[src/design/ilcd_pkg.sv]
// package: constants and carriers for the instruction length/cycle decoder
// Operation
// RL1 - external_data_move routes to three memory targets
// RL2 - bank_register arithmetic: one byte, one cycle
// RL3 - direct/immediate arithmetic: two bytes, two cycles
// RL4 - indirect arithmetic: one byte, two cycles
// RL5 - logic immediate into direct: three bytes, cycles
// RL6 - logic accumulator into direct: two bytes, cycles
// RL7 - accumulator-only operations: one byte, one cycle
// RL8 - direct to direct move: three bytes, cycles
// RL9 - data_pointer_16 load: three bytes, three cycles
// RL10 - code_byte_read: one byte, three cycles
// RL11 - external_data_move: one byte, three cycles
// RL12 - moves into indirect RAM take two cycles
// RL13 - push and pop: two bytes, two cycles
// RL14 - exchange: register one cycle, direct two
// RL15 - low_nibble_exchange swaps bits 3..0, two cycles
// RL16 - direct bit operations: two bytes, two cycles
// RL17 - carry jumps: two bytes, two or three
// RL18 - bit jumps: three bytes, clear on set
// RL19 - short_relative_jump: two bytes, three cycles
// RL20 - indirect jump: one byte, three cycles
// RL21 - zero jumps: two bytes, two or three
// RL22 - taken branch uses the larger count
// RL23 - relative offset signed, from next instruction
// RL24 - multiply four cycles, divide eight cycles
// RL25 - calls, long jumps, returns fixed timing
// RL26 - increment/decrement cycle counts by form
package ilcd_pkg;
   // instruction lengths in bytes
   localparam logic [1:0] LEN_ONE    = 2'h1;
   localparam logic [1:0] LEN_TWO    = 2'h2;
   localparam logic [1:0] LEN_THREE  = 2'h3;
   // execution counts in clock cycles (not-taken count for branches)
   localparam logic [3:0] CYC_ONE    = 4'h1;
   localparam logic [3:0] CYC_TWO    = 4'h2;
   localparam logic [3:0] CYC_THREE  = 4'h3;
   localparam logic [3:0] CYC_FOUR   = 4'h4;
   localparam logic [3:0] CYC_FIVE   = 4'h5;
   localparam logic [3:0] CYC_EIGHT  = 4'h8;
   localparam logic [3:0] CYC_TAKEN  = 4'h1;    // extra cycle when taken
   // reset values
   localparam logic [3:0] CNT_RST    = 4'h0;

   // control-flow / side-effect class of an opcode
   typedef enum logic [3:0] {
      K_PLAIN    = 4'h0,
      K_REL2     = 4'h1,   // rel in second byte
      K_REL3     = 4'h2,   // rel in third byte
      K_ABS11    = 4'h3,
      K_ABS16    = 4'h4,
      K_INDJMP   = 4'h5,
      K_RET      = 4'h6,
      K_XD_IDX   = 4'h7,   // external move, 8-bit index address
      K_XD_DP    = 4'h8,   // external move, 16-bit pointer address
      K_JBC      = 4'h9,
      K_NIBX     = 4'hA,
      K_CODERD   = 4'hB
   } ilcd_kind_t;

   typedef enum logic [1:0] {
      XT_NONE    = 2'h0,
      XT_ONCHIP  = 2'h1,
      XT_OFFCHIP = 2'h2,
      XT_FLASH   = 2'h3
   } ilcd_xtgt_t;

   typedef enum logic [0:0] {
      ST_IDLE    = 1'b0,
      ST_BUSY    = 1'b1
   } ilcd_state_t;

   typedef struct packed {
      logic [1:0] len;
      logic [3:0] cyc;
      logic       cond;
      ilcd_kind_t kind;
   } ilcd_dec_t;

   // instruction presented for classification
   typedef struct packed {
      logic [7:0]  opcode;
      logic [7:0]  byte1;      // second instruction byte
      logic [7:0]  byte2;      // third instruction byte
      logic [15:0] pc;         // address of the opcode byte
      logic [7:0]  acc;
      logic [15:0] data_pointer_16;       // data_pointer_16
      logic [7:0]  idx_reg;    // index_register_indirect value
      logic [7:0]  xpage;      // high address byte for 8-bit forms
      logic [7:0]  ram_byte;   // indirect RAM byte for nibble exchange
      logic        cond_true;  // branch condition evaluated true
      logic        bit_set;    // tested direct bit is set
      logic        flash_sel;  // program-store access selected
   } ilcd_req_t;

   // classification result
   typedef struct packed {
      logic [1:0]  len;
      logic [3:0]  cycles;
      logic        taken;
      logic        target_ok;
      logic [15:0] target;
      logic [15:0] next_pc;
      ilcd_xtgt_t  xtarget;
      logic [15:0] xaddr;
      logic        clear_bit;
      logic        nib_ok;
      logic [7:0]  nib_acc;
      logic [7:0]  nib_ram;
   } ilcd_res_t;
endpackage

[src/design/ilcd_decoder.sv]
// module: opcode length, cycle count and control-flow decoder
`timescale 1ns/1ps
`default_nettype none
module ilcd_decoder
#(
   parameter logic [15:0] ONCHIP_EXTENDED_RAM_SIZE = 16'h1000
)
(
   input  wire logic               ref_clk,
   input  wire logic               sys_rst,
   input  wire logic               in_valid,
   output logic                    in_ready,
   input  wire ilcd_pkg::ilcd_req_t in_req,
   output logic                    out_valid,
   output ilcd_pkg::ilcd_res_t     out_res
);
   import ilcd_pkg::*;

   ////////////////////////////////////////////////////////////////////////
   // opcode table

   function automatic ilcd_dec_t mk(input logic [1:0] l, input logic [3:0] c,
                                    input logic cd, input ilcd_kind_t k);
      ilcd_dec_t d;
      d.len  = l;
      d.cyc  = c;
      d.cond = cd;
      d.kind = k;
      return d;
   endfunction

   // first match wins: rows that break the column pattern come first
   function automatic ilcd_dec_t decode(input logic [7:0] op);
      ilcd_dec_t d;
      d = mk(LEN_ONE, CYC_ONE, 1'b0, K_PLAIN);
      casez (op)
         8'h00: d = mk(LEN_ONE, CYC_ONE, 1'b0, K_PLAIN);
         8'h10: d = mk(LEN_THREE, CYC_THREE, 1'b1, K_JBC);      // RL18
         8'h20,
         8'h30: d = mk(LEN_THREE, CYC_THREE, 1'b1, K_REL3);     // RL18
         8'h40,
         8'h50: d = mk(LEN_TWO, CYC_TWO, 1'b1, K_REL2);         // RL17
         8'h60,
         8'h70: d = mk(LEN_TWO, CYC_TWO, 1'b1, K_REL2);         // RL21
         8'h80: d = mk(LEN_TWO, CYC_THREE, 1'b0, K_REL2);       // RL19
         8'h90: d = mk(LEN_THREE, CYC_THREE, 1'b0, K_PLAIN);    // RL9
         8'hA0,
         8'hB0: d = mk(LEN_TWO, CYC_TWO, 1'b0, K_PLAIN);        // RL16
         8'hC0,
         8'hD0: d = mk(LEN_TWO, CYC_TWO, 1'b0, K_PLAIN);        // RL13
         8'hE0,
         8'hF0: d = mk(LEN_ONE, CYC_THREE, 1'b0, K_XD_DP);      // RL11
         8'b???0_0001,
         8'b???1_0001: d = mk(LEN_TWO, CYC_THREE, 1'b0, K_ABS11); // RL25
         8'h02,
         8'h12: d = mk(LEN_THREE, CYC_FOUR, 1'b0, K_ABS16);     // RL25
         8'h22,
         8'h32: d = mk(LEN_ONE, CYC_FIVE, 1'b0, K_RET);         // RL25
         8'h42,
         8'h52,
         8'h62: d = mk(LEN_TWO, CYC_TWO, 1'b0, K_PLAIN);        // RL6
         8'h72,
         8'h82,
         8'h92,
         8'hA2,
         8'hB2,
         8'hC2,
         8'hD2: d = mk(LEN_TWO, CYC_TWO, 1'b0, K_PLAIN);        // RL16
         8'hE2,
         8'hE3,
         8'hF2,
         8'hF3: d = mk(LEN_ONE, CYC_THREE, 1'b0, K_XD_IDX);     // RL11
         8'h03,
         8'h13,
         8'h23,
         8'h33: d = mk(LEN_ONE, CYC_ONE, 1'b0, K_PLAIN);        // RL7
         8'h43,
         8'h53,
         8'h63: d = mk(LEN_THREE, CYC_THREE, 1'b0, K_PLAIN);    // RL5
         8'h73: d = mk(LEN_ONE, CYC_THREE, 1'b0, K_INDJMP);     // RL20
         8'h83,
         8'h93: d = mk(LEN_ONE, CYC_THREE, 1'b0, K_CODERD);     // RL10
         8'hA3: d = mk(LEN_ONE, CYC_ONE, 1'b0, K_PLAIN);        // RL26
         8'hB3,
         8'hC3,
         8'hD3: d = mk(LEN_ONE, CYC_ONE, 1'b0, K_PLAIN);
         8'h04,
         8'h14: d = mk(LEN_ONE, CYC_ONE, 1'b0, K_PLAIN);        // RL26
         8'h84: d = mk(LEN_ONE, CYC_EIGHT, 1'b0, K_PLAIN);      // RL24
         8'hA4: d = mk(LEN_ONE, CYC_FOUR, 1'b0, K_PLAIN);       // RL24
         8'hB4: d = mk(LEN_THREE, CYC_THREE, 1'b1, K_REL3);
         8'hC4,
         8'hD4,
         8'hE4,
         8'hF4: d = mk(LEN_ONE, CYC_ONE, 1'b0, K_PLAIN);        // RL7
         8'b????0100: d = mk(LEN_TWO, CYC_TWO, 1'b0, K_PLAIN); // RL3
         // column 5..F special rows
         8'h75,
         8'h85: d = mk(LEN_THREE, CYC_THREE, 1'b0, K_PLAIN);    // RL8
         8'h76,
         8'h77: d = mk(LEN_TWO, CYC_TWO, 1'b0, K_PLAIN);        // RL12
         8'b0111_1???,
         8'b1000_011?,
         8'b1000_1???: d = mk(LEN_TWO, CYC_TWO, 1'b0, K_PLAIN);
         8'hA5: d = mk(LEN_ONE, CYC_ONE, 1'b0, K_PLAIN);        // spare nop
         8'hA6,
         8'hA7: d = mk(LEN_TWO, CYC_TWO, 1'b0, K_PLAIN);        // RL12
         8'b1010_1???: d = mk(LEN_TWO, CYC_TWO, 1'b0, K_PLAIN);
         8'hB5,
         8'b1011_1???: d = mk(LEN_THREE, CYC_THREE, 1'b1, K_REL3);
         8'hB6,
         8'hB7: d = mk(LEN_THREE, CYC_FOUR, 1'b1, K_REL3);
         8'hD5: d = mk(LEN_THREE, CYC_THREE, 1'b1, K_REL3);
         8'hD6,
         8'hD7: d = mk(LEN_ONE, CYC_TWO, 1'b0, K_NIBX);         // RL15
         8'b1101_1???: d = mk(LEN_TWO, CYC_TWO, 1'b1, K_REL2);
         8'hC5: d = mk(LEN_TWO, CYC_TWO, 1'b0, K_PLAIN);        // RL14
         8'hC8,
         8'hC9,
         8'hCA,
         8'hCB,
         8'hCC,
         8'hCD,
         8'hCE,
         8'hCF: d = mk(LEN_ONE, CYC_ONE, 1'b0, K_PLAIN);        // RL14
         // generic columns: direct, indirect, register forms
         8'b????0101: d = mk(LEN_TWO, CYC_TWO, 1'b0, K_PLAIN); // RL3
         8'b????011?: d = mk(LEN_ONE, CYC_TWO, 1'b0, K_PLAIN); // RL4
         8'b????_1???: d = mk(LEN_ONE, CYC_ONE, 1'b0, K_PLAIN); // RL2
         default: d = mk(LEN_ONE, CYC_ONE, 1'b0, K_PLAIN);
      endcase
      return d;
   endfunction

   ////////////////////////////////////////////////////////////////////////
   // combinational classification of the presented instruction

   ilcd_dec_t   dec;
   ilcd_res_t   res_new;
   logic [15:0] next_pc;
   logic [15:0] rel_sext;
   logic        is_taken;

   // targets are computed for jump and code-read opcodes but only flagged valid for jumps
   always_comb
   begin
      dec      = decode(in_req.opcode);
      next_pc  = in_req.pc + {14'h0000, dec.len};
      rel_sext = (dec.kind == K_REL3) || (dec.kind == K_JBC)
               ? {{8{in_req.byte2[7]}}, in_req.byte2}
               : {{8{in_req.byte1[7]}}, in_req.byte1};      // RL23
      is_taken = dec.cond & in_req.cond_true;
      res_new           = '0;
      res_new.len       = dec.len;
      res_new.next_pc   = next_pc;
      res_new.taken     = is_taken;
      res_new.cycles    = is_taken ? dec.cyc + CYC_TAKEN : dec.cyc; // RL22
      res_new.xtarget   = XT_NONE;
      res_new.xaddr     = '0;
      unique case (dec.kind)
         K_REL2,
         K_REL3:
         begin
            res_new.target_ok = is_taken | ~dec.cond;           // RL19
            res_new.target    = next_pc + rel_sext;             // RL23
         end
         K_JBC:
         begin
            res_new.target_ok = is_taken;
            res_new.target    = next_pc + rel_sext;             // RL23
            res_new.clear_bit = in_req.bit_set;                 // RL18
         end
         K_ABS11:
         begin
            res_new.target_ok = 1'b1;
            res_new.target    = {next_pc[15:11], in_req.opcode[7:5],
                                 in_req.byte1};                 // RL25
         end
         K_ABS16:
         begin
            res_new.target_ok = 1'b1;
            res_new.target    = {in_req.byte1, in_req.byte2};   // RL25
         end
         K_INDJMP:
         begin
            res_new.target_ok = 1'b1;
            res_new.target    = in_req.data_pointer_16
                              + {8'h00, in_req.acc};            // RL20
         end
         K_CODERD:
         begin
            // code address rides on the target field, not a jump
            res_new.target    = (in_req.opcode[4] ? in_req.data_pointer_16 : next_pc)
                              + {8'h00, in_req.acc};            // RL10
         end
         K_XD_IDX,
         K_XD_DP:
         begin
            res_new.xaddr = (dec.kind == K_XD_DP) ? in_req.data_pointer_16
                          : {in_req.xpage, in_req.idx_reg};     // RL11
            if (in_req.flash_sel)
               res_new.xtarget = XT_FLASH;                      // RL1
            else if (res_new.xaddr < ONCHIP_EXTENDED_RAM_SIZE)
               res_new.xtarget = XT_ONCHIP;                     // RL1
            else
               res_new.xtarget = XT_OFFCHIP;                    // RL1
         end
         K_NIBX:
         begin
            res_new.nib_ok  = 1'b1;
            res_new.nib_acc = {in_req.acc[7:4], in_req.ram_byte[3:0]};
            res_new.nib_ram = {in_req.ram_byte[7:4], in_req.acc[3:0]}; // RL15
         end
         K_RET,
         K_PLAIN:
         begin
            // return address comes from the stack, outside this block
            res_new.target_ok = 1'b0;
         end
         default:
         begin
            res_new.target_ok = 1'b0;
         end
      endcase
   end

   ////////////////////////////////////////////////////////////////////////
   // execution timer: holds the result for the instruction's cycle count

   ilcd_state_t state_reg;
   ilcd_state_t state_next;
   logic [3:0]  cnt_reg;
   logic [3:0]  cnt_next;
   ilcd_res_t   res_reg;
   ilcd_res_t   res_next;

   // one new instruction only after the previous one has run its cycles
   always_comb
   begin
      state_next = state_reg;
      cnt_next   = cnt_reg;
      res_next   = res_reg;
      unique case (state_reg)
         ST_IDLE:
         begin
            if (in_valid)
            begin
               state_next = ST_BUSY;
               cnt_next   = res_new.cycles;                     // RL22
               res_next   = res_new;
            end
         end
         ST_BUSY:
         begin
            cnt_next = cnt_reg - 4'h1;
            if (cnt_reg == CYC_ONE)
               state_next = ST_IDLE;
         end
      endcase
   end

   // registers only
   always_ff @(posedge ref_clk or posedge sys_rst)
   begin
      if (sys_rst)
      begin
         state_reg <= ST_IDLE;
         cnt_reg   <= CNT_RST;
         res_reg   <= '0;
      end
      else
      begin
         state_reg <= state_next;
         cnt_reg   <= cnt_next;
         res_reg   <= res_next;
      end
   end

   // handshake outputs are combinational, data from flip-flops
   assign in_ready  = (state_reg == ST_IDLE);
   assign out_valid = (state_reg == ST_BUSY) && (cnt_reg == CYC_ONE);
   assign out_res   = res_reg;

endmodule // ilcd_decoder
`default_nettype wire

[config.mk]
export PLATFORM = sky130hd
export DESIGN_NAME = ilcd_decoder
export DESIGN_NICKNAME = d
export VERILOG_FILES = /design/src/design/ilcd_pkg.sv /design/src/design/ilcd_decoder.sv
export SDC_FILE = /design/constraint.sdc
export NUM_CORES = 1
export LEC_CHECK = 0
export ABC_AREA = 1
export BUFFER_PORTS_ARGS = -buffer_cell sky130_fd_sc_hd__buf_4
export CAP_MARGIN = 10
export CELL_PAD_IN_SITES_DETAIL_PLACEMENT = 0
export CELL_PAD_IN_SITES_GLOBAL_PLACEMENT = 1
export CORE_AREA = 4 4 142 144
export DETAILED_ROUTE_END_ITERATION = 12
export DIE_AREA = 0 0 146 148
export HOLD_SLACK_MARGIN = 0.1
export PLACE_DENSITY_LB_ADDON = 0.1
export SLEW_MARGIN = 20
export SYNTH_ARGS = -nofsm -noshare
export SYNTH_HDL_FRONTEND = slang
export SYNTH_SLANG_ARGS = --single-unit
[constraint.sdc]
create_clock -name ref_clk -period 2.49 [get_ports ref_clk]
set_input_delay 0.3735 -clock ref_clk [delete_from_list [all_inputs] [get_ports ref_clk]]
set_output_delay 0.3735 -clock ref_clk [all_outputs]
set_load 0.01 [all_outputs]
* Word-level counts from Yosys, hierarchy flattened *
Index checks and enable logic that the tools add are counted.

operators by class
  muxes and demuxes = 19
  equality and inequality tests = 101
  $lt $le $gt $ge = 1
  bitwise operators = 4
  add/sub/neg operators = 6
  reduce and logical (&&, ||, !) cells = 25

operators with widths
  cell                    number
  $eq A8 B8 Y1 const B    50
  $pmux W11 S16           1
  $eq A8 B7 Y1 const B    15
  $pmux W16 S5            1
  $pmux W11 S7            1
  $eq A8 B6 Y1 const B    6
  $mux W16                3
  $pmux W11 S3            1
  $add A16 B8 Y16         2
  $eq A8 B5 Y1 const B    4
  $eq A5 B5 Y1 const B    5
  $eq A4 B3 Y1 const B    5
  $reduce_or A2 Y1        10
  $mux W18                1
  $mux W17                1
  $add A16 B16 Y16        1
  $add A16 B2 Y16         1
  $eq A4 B4 Y1 const B    4
  $eq A8 B2 Y1 const B    2
  $lt A16 B13 Y1 const B  1
  $reduce_or A15 Y1       1
  $reduce_or A14 Y1       1
  $reduce_or A3 Y1        4
  $reduce_or A4 Y1        3
  other kinds (25)        32

word-level totals
  input port bits = 94
  register bits after elaboration = 81

* Logic depth before layout (Yosys ltp) *
  word-level depth = 10
  mapped depth = 39
  mapped depth without buffers = 39

* Least setup slack after synthesis *
OpenSTA, ideal clock, no wires.

  path type = input to register
  from = in in_req[88] (netlist name)
  to = reg res_reg, in the netlist out_res[65]
  data arrival time = 4.481 ns
  stages on the path = 31
  setup time = 0.117 ns
  buffers on the path = 1
  data required time = 2.373 ns
  setup slack = -2.108 ns
  cells stage by stage = buf_4 inv_1 nand2_1 nor2_1 o21ai_1 o21ai_0 nor2_1 nand2_1 nor3_1 nand2_1 a41oi_1 ha_1 inv_1 fa_1 nor2_1 nand2_1 nor2_2 xor2_1 ha_1 nand2_1 o21ai_0 a21oi_1 o21ai_0 inv_1 o21ai_0 a31oi_1 or2_2 nand3_1 nand4_1 nand2_1 nand2_1

RTL lines
  item                    RTL line             text
  start: declaration      ilcd_decoder.sv:13   input wire ilcd_pkg::ilcd_req_t in_req,
  end signal: assignment  ilcd_decoder.sv:275  res_reg <= res_next;
  end: declaration        ilcd_decoder.sv:234  ilcd_res_t res_reg;

==> summary.txt <==
Timing
  • Tcrit/Tclk final: 1.72
  • Setup tns final: -37.99 ns
  • Endpoints failing setup: 38
  • RSZ-0062 raised after global routing: yes
  • Setup ws final: -1.79 ns
  • Max Slew Vio Count: 0
  • Post-route minimum period: 4.28 ns
  • Final hold violation count: 0
  • Rel. slew slack: 0.532
  • FMAX: 234 MHz
  • Worst Max-Slew Pin Slew: 0.700 ns
  • Skew final: 0.00904 ns

Synthesis
  • Async SR Flop Fraction: 1.00
  • Post-synth cell types: 53
  • Cell types with the highest counts after synthesis: 276 x nand2_1, 92 x inv_1, 86 x nor2_1, 81 x dfrtp_1, 70 x o21ai_0
  • Warning count from the yosys run: 0
  • Top cells by area, synth: dfrtp_1 32%, nand2_1 16%, ha_1 5.9%, o21ai_0 5.5%, inv_1 5.5%
  • Cells after synthesis: 929
  • Count leader, synth: nand2_1
  • Synthesized area: 0.00633 mm2
  • Primary FF master, synth: dfrtp_1
  • Synth Register Bits: 81
  • Syn avg cell area: 6.82 um2
  • Post-synth EDFFs: 0
  • Synthesized Nets: 1056
  • Synth area leader: dfrtp_1
  • Seq/Total Area, Yosys: 0.320
  • Area share of the largest cell type after synthesis: 0.320

Worst setup path
  • Worst setup SP type: primary input
  • Arrival @ worst endpoint: 4.53 ns
  • Crit-path max FO: 6
  • Crit path kind: primary input to flop
  • Crit path required time: 2.74 ns
  • Max incr delay on CP: 0.38 ns
  • Capturing element type of the critical path: flop
  • Slowest-stage cell, CP: fa_2

Power and ir drop
  • Switching Fraction: 0.387
  • Reg power frac: 0.288
  • P_int: 0.00406 W
  • Pwr per Cell Area: 578 mW/mm2
  • P_leak: 5.91 nW
  • Comb power frac: 0.507
  • Max VDD drop: 0.000391 V
  • Clock share of power: 0.205
  • Net Sw Power: 0.00257 W

Floorplanning
  • Row cnt: 50
  • Initial core utilization: 0.339
  • Die area: 0.0216 mm2
  • Die width: 146 um
  • DIE HEIGHT: 148 um
  • Num ports: 172
  • Core area: 0.0187 mm2

Global route
  • Largest net degree at the start of global routing: 102
  • GR Layer Usage met2: 0.414
  • Initial antenna violation count: 0
  • Vias in the first global route: 8078
  • Top Usage Layer GRT: met2
  • Total GRT Usage: 0.256
  • First-pass GRT wire length: 44100 um
  • M1 GR Usage: 0.355
  • Met3 Use GR: 0.0337
  • Overflow after GRT: 0

Placed design
  • Placed instance area: 0.00959 mm2
  • Buffers on Ports: 171
  • HPWL Detailed: 20400 um
  • Number of placed instances, taps included: 1509
  • GPL Wtd Cong: 0.906

Run
  • Max-Cap Viols: 0

Clock tree
  • Clk_lat worst skew: 0.36 ns
  • Num CTS Buffers: 9
  • Hold Buf Count CTS: 0
  • Number of H-tree levels: 3
  • CTS tree: yes
  • Clk buf depth: 2
  • Clock slew at reported path FFs: 0.07 ns
  • CTS root buf: clkbuf_16
  • Clk sinks: 81

Routing
  • Detailed-route wire length per cell: 17.4 um
  • # DRC: 0
  • Via-to-Cell Ratio: 4.95
  • Total routed wirelength: 27700 um
  • First-pass DRT Iterations: 5
  • Via count: 7905
  • Post-DRT Antenna Nets: 0
  • Initial drt markers: 474

Layout
  • Final Non-Filler Cells: 1597
  • Fill cells: 1709
  • Number of flip-flops in the largest register: 76
  • # diodes: 0
  • Share of post-route cells with drive strength above 1: 0.510
  • P&R area growth vs syn: 81.3%
  • Fin area: 0.0115 mm2
  • Fin nets: 1485

Min path
  • Worst hold path class: primary input to asynchronous set/reset pin

Outcome
  • Status: finished, violations left
  • Failing checks: setup timing
## cells by family (layout without fill, tap and decap cells)
| family | count (synthesis) | after routing | synth area share |
|---|---|---|---|
| AND/OR/NAND/NOR | 503 | 503 | 0.352 |
| AO/OA/AOI/OAI | 161 | 161 | 0.150 |
| buffers and inverters | 131 | 565 | 0.0806 |
| flip-flops | 81 | 81 | 0.320 |
| adder cells (fa/ha/maj) | 33 | 33 | 0.0688 |
| XOR/XNOR | 16 | 16 | 0.0221 |
| multiplexers | 4 | 4 | 0.00672 |
## final timing paths
kind,startpoint,endpoint,slack (ns),cells past startpoint
min reg2reg,out_res[55]$_DFFE_PP0P_,out_res[55]$_DFFE_PP0P_,0.48,2
max,in_req[89],out_res[64]$_DFFE_PP0P_,-1.79,33
min,sys_rst,out_res[6]$_DFFE_PP0P_,0.11,2
max reg2reg,state_reg$_DFF_PP0_,out_res[23]$_DFFE_PP0P_,0.71,6
max in group asynchronous,sys_rst,out_res[14]$_DFFE_PP0P_,1.75,3
min in group ref_clk,in_req[9],out_res[6]$_DFFE_PP0P_,0.23,3
## power groups by stage
stage               registers (W)  clock network [W]  logic (W)
finish                    0.00191            0.00136    0.00336
global placement          0.00194                  0    0.00275
floorplan                 0.00204                  0    0.00121
detailed placement        0.00193                  0    0.00278
CTS                       0.00191            0.00139    0.00316
global route              0.00196            0.00144    0.00368
## worst max-delay path: cells and delay by family
family	cells	cell delay, ns
simple gates	16	1.70
compound gates	8	1.06
fa+ha+maj	3	0.84
xor+xnor	1	0.17
buf+inv	5	0.38
## layout make-up
type / count / area (um2) / area share
flip-flops and latches: 81 / 2030 / 0.177
clock inverters: 6 / 50.0 / 0.00436
well taps: 234 / 293 / 0.0255
multi-input cells: 717 / 4860 / 0.424
clock buffers: 10 / 239 / 0.0208
repair buffers: 446 / 3590 / 0.313
inverters: 103 / 420 / 0.0366
## placed cells by master (no fill, tap or decap), types with 19 or more instances in the layout
cell / instances
buf_4: 404
nand3_1: 52
inv_2: 19
nand2_2: 41
nor2_2: 19
nor2_4: 19
dfrtp_1: 81
nand2_1: 233
o21ai_0: 38
inv_1: 75
nor2_1: 62
buf_6: 32
## metrics by stage
stage          hold WS (ns)  worst slack, ns  utilization  power, W
3_5_place_dp          0.467            -2.38        0.513   0.00471
6_report              0.106            -1.79        0.614   0.00663
4_1_cts               0.130            -1.83        0.590   0.00647
5_1_grt               0.153            -2.03        0.614   0.00708
3_3_place_gp          0.463            -2.23        0.513   0.00468
2_1_floorplan         0.480            -1.60            -   0.00325
## what timing repair did
item | CTS | global route
pin swaps | 87 | 73
resized for setup | 151 | 95
setup endpoints to repair | 31 | 39
setup buffers | 74 | 20
## metal layers
| layer | vias to the layer above | part of all wire |
|---|---|---|
| met5 | - | 0 |
| met4 | 0 | 0.025 |
| met3 | 38 | 0.054 |
| met2 | 254 | 0.47 |
| met1 | 3692 | 0.45 |
| li1 | 3921 | - |
(Power assumes the default switching activity.)
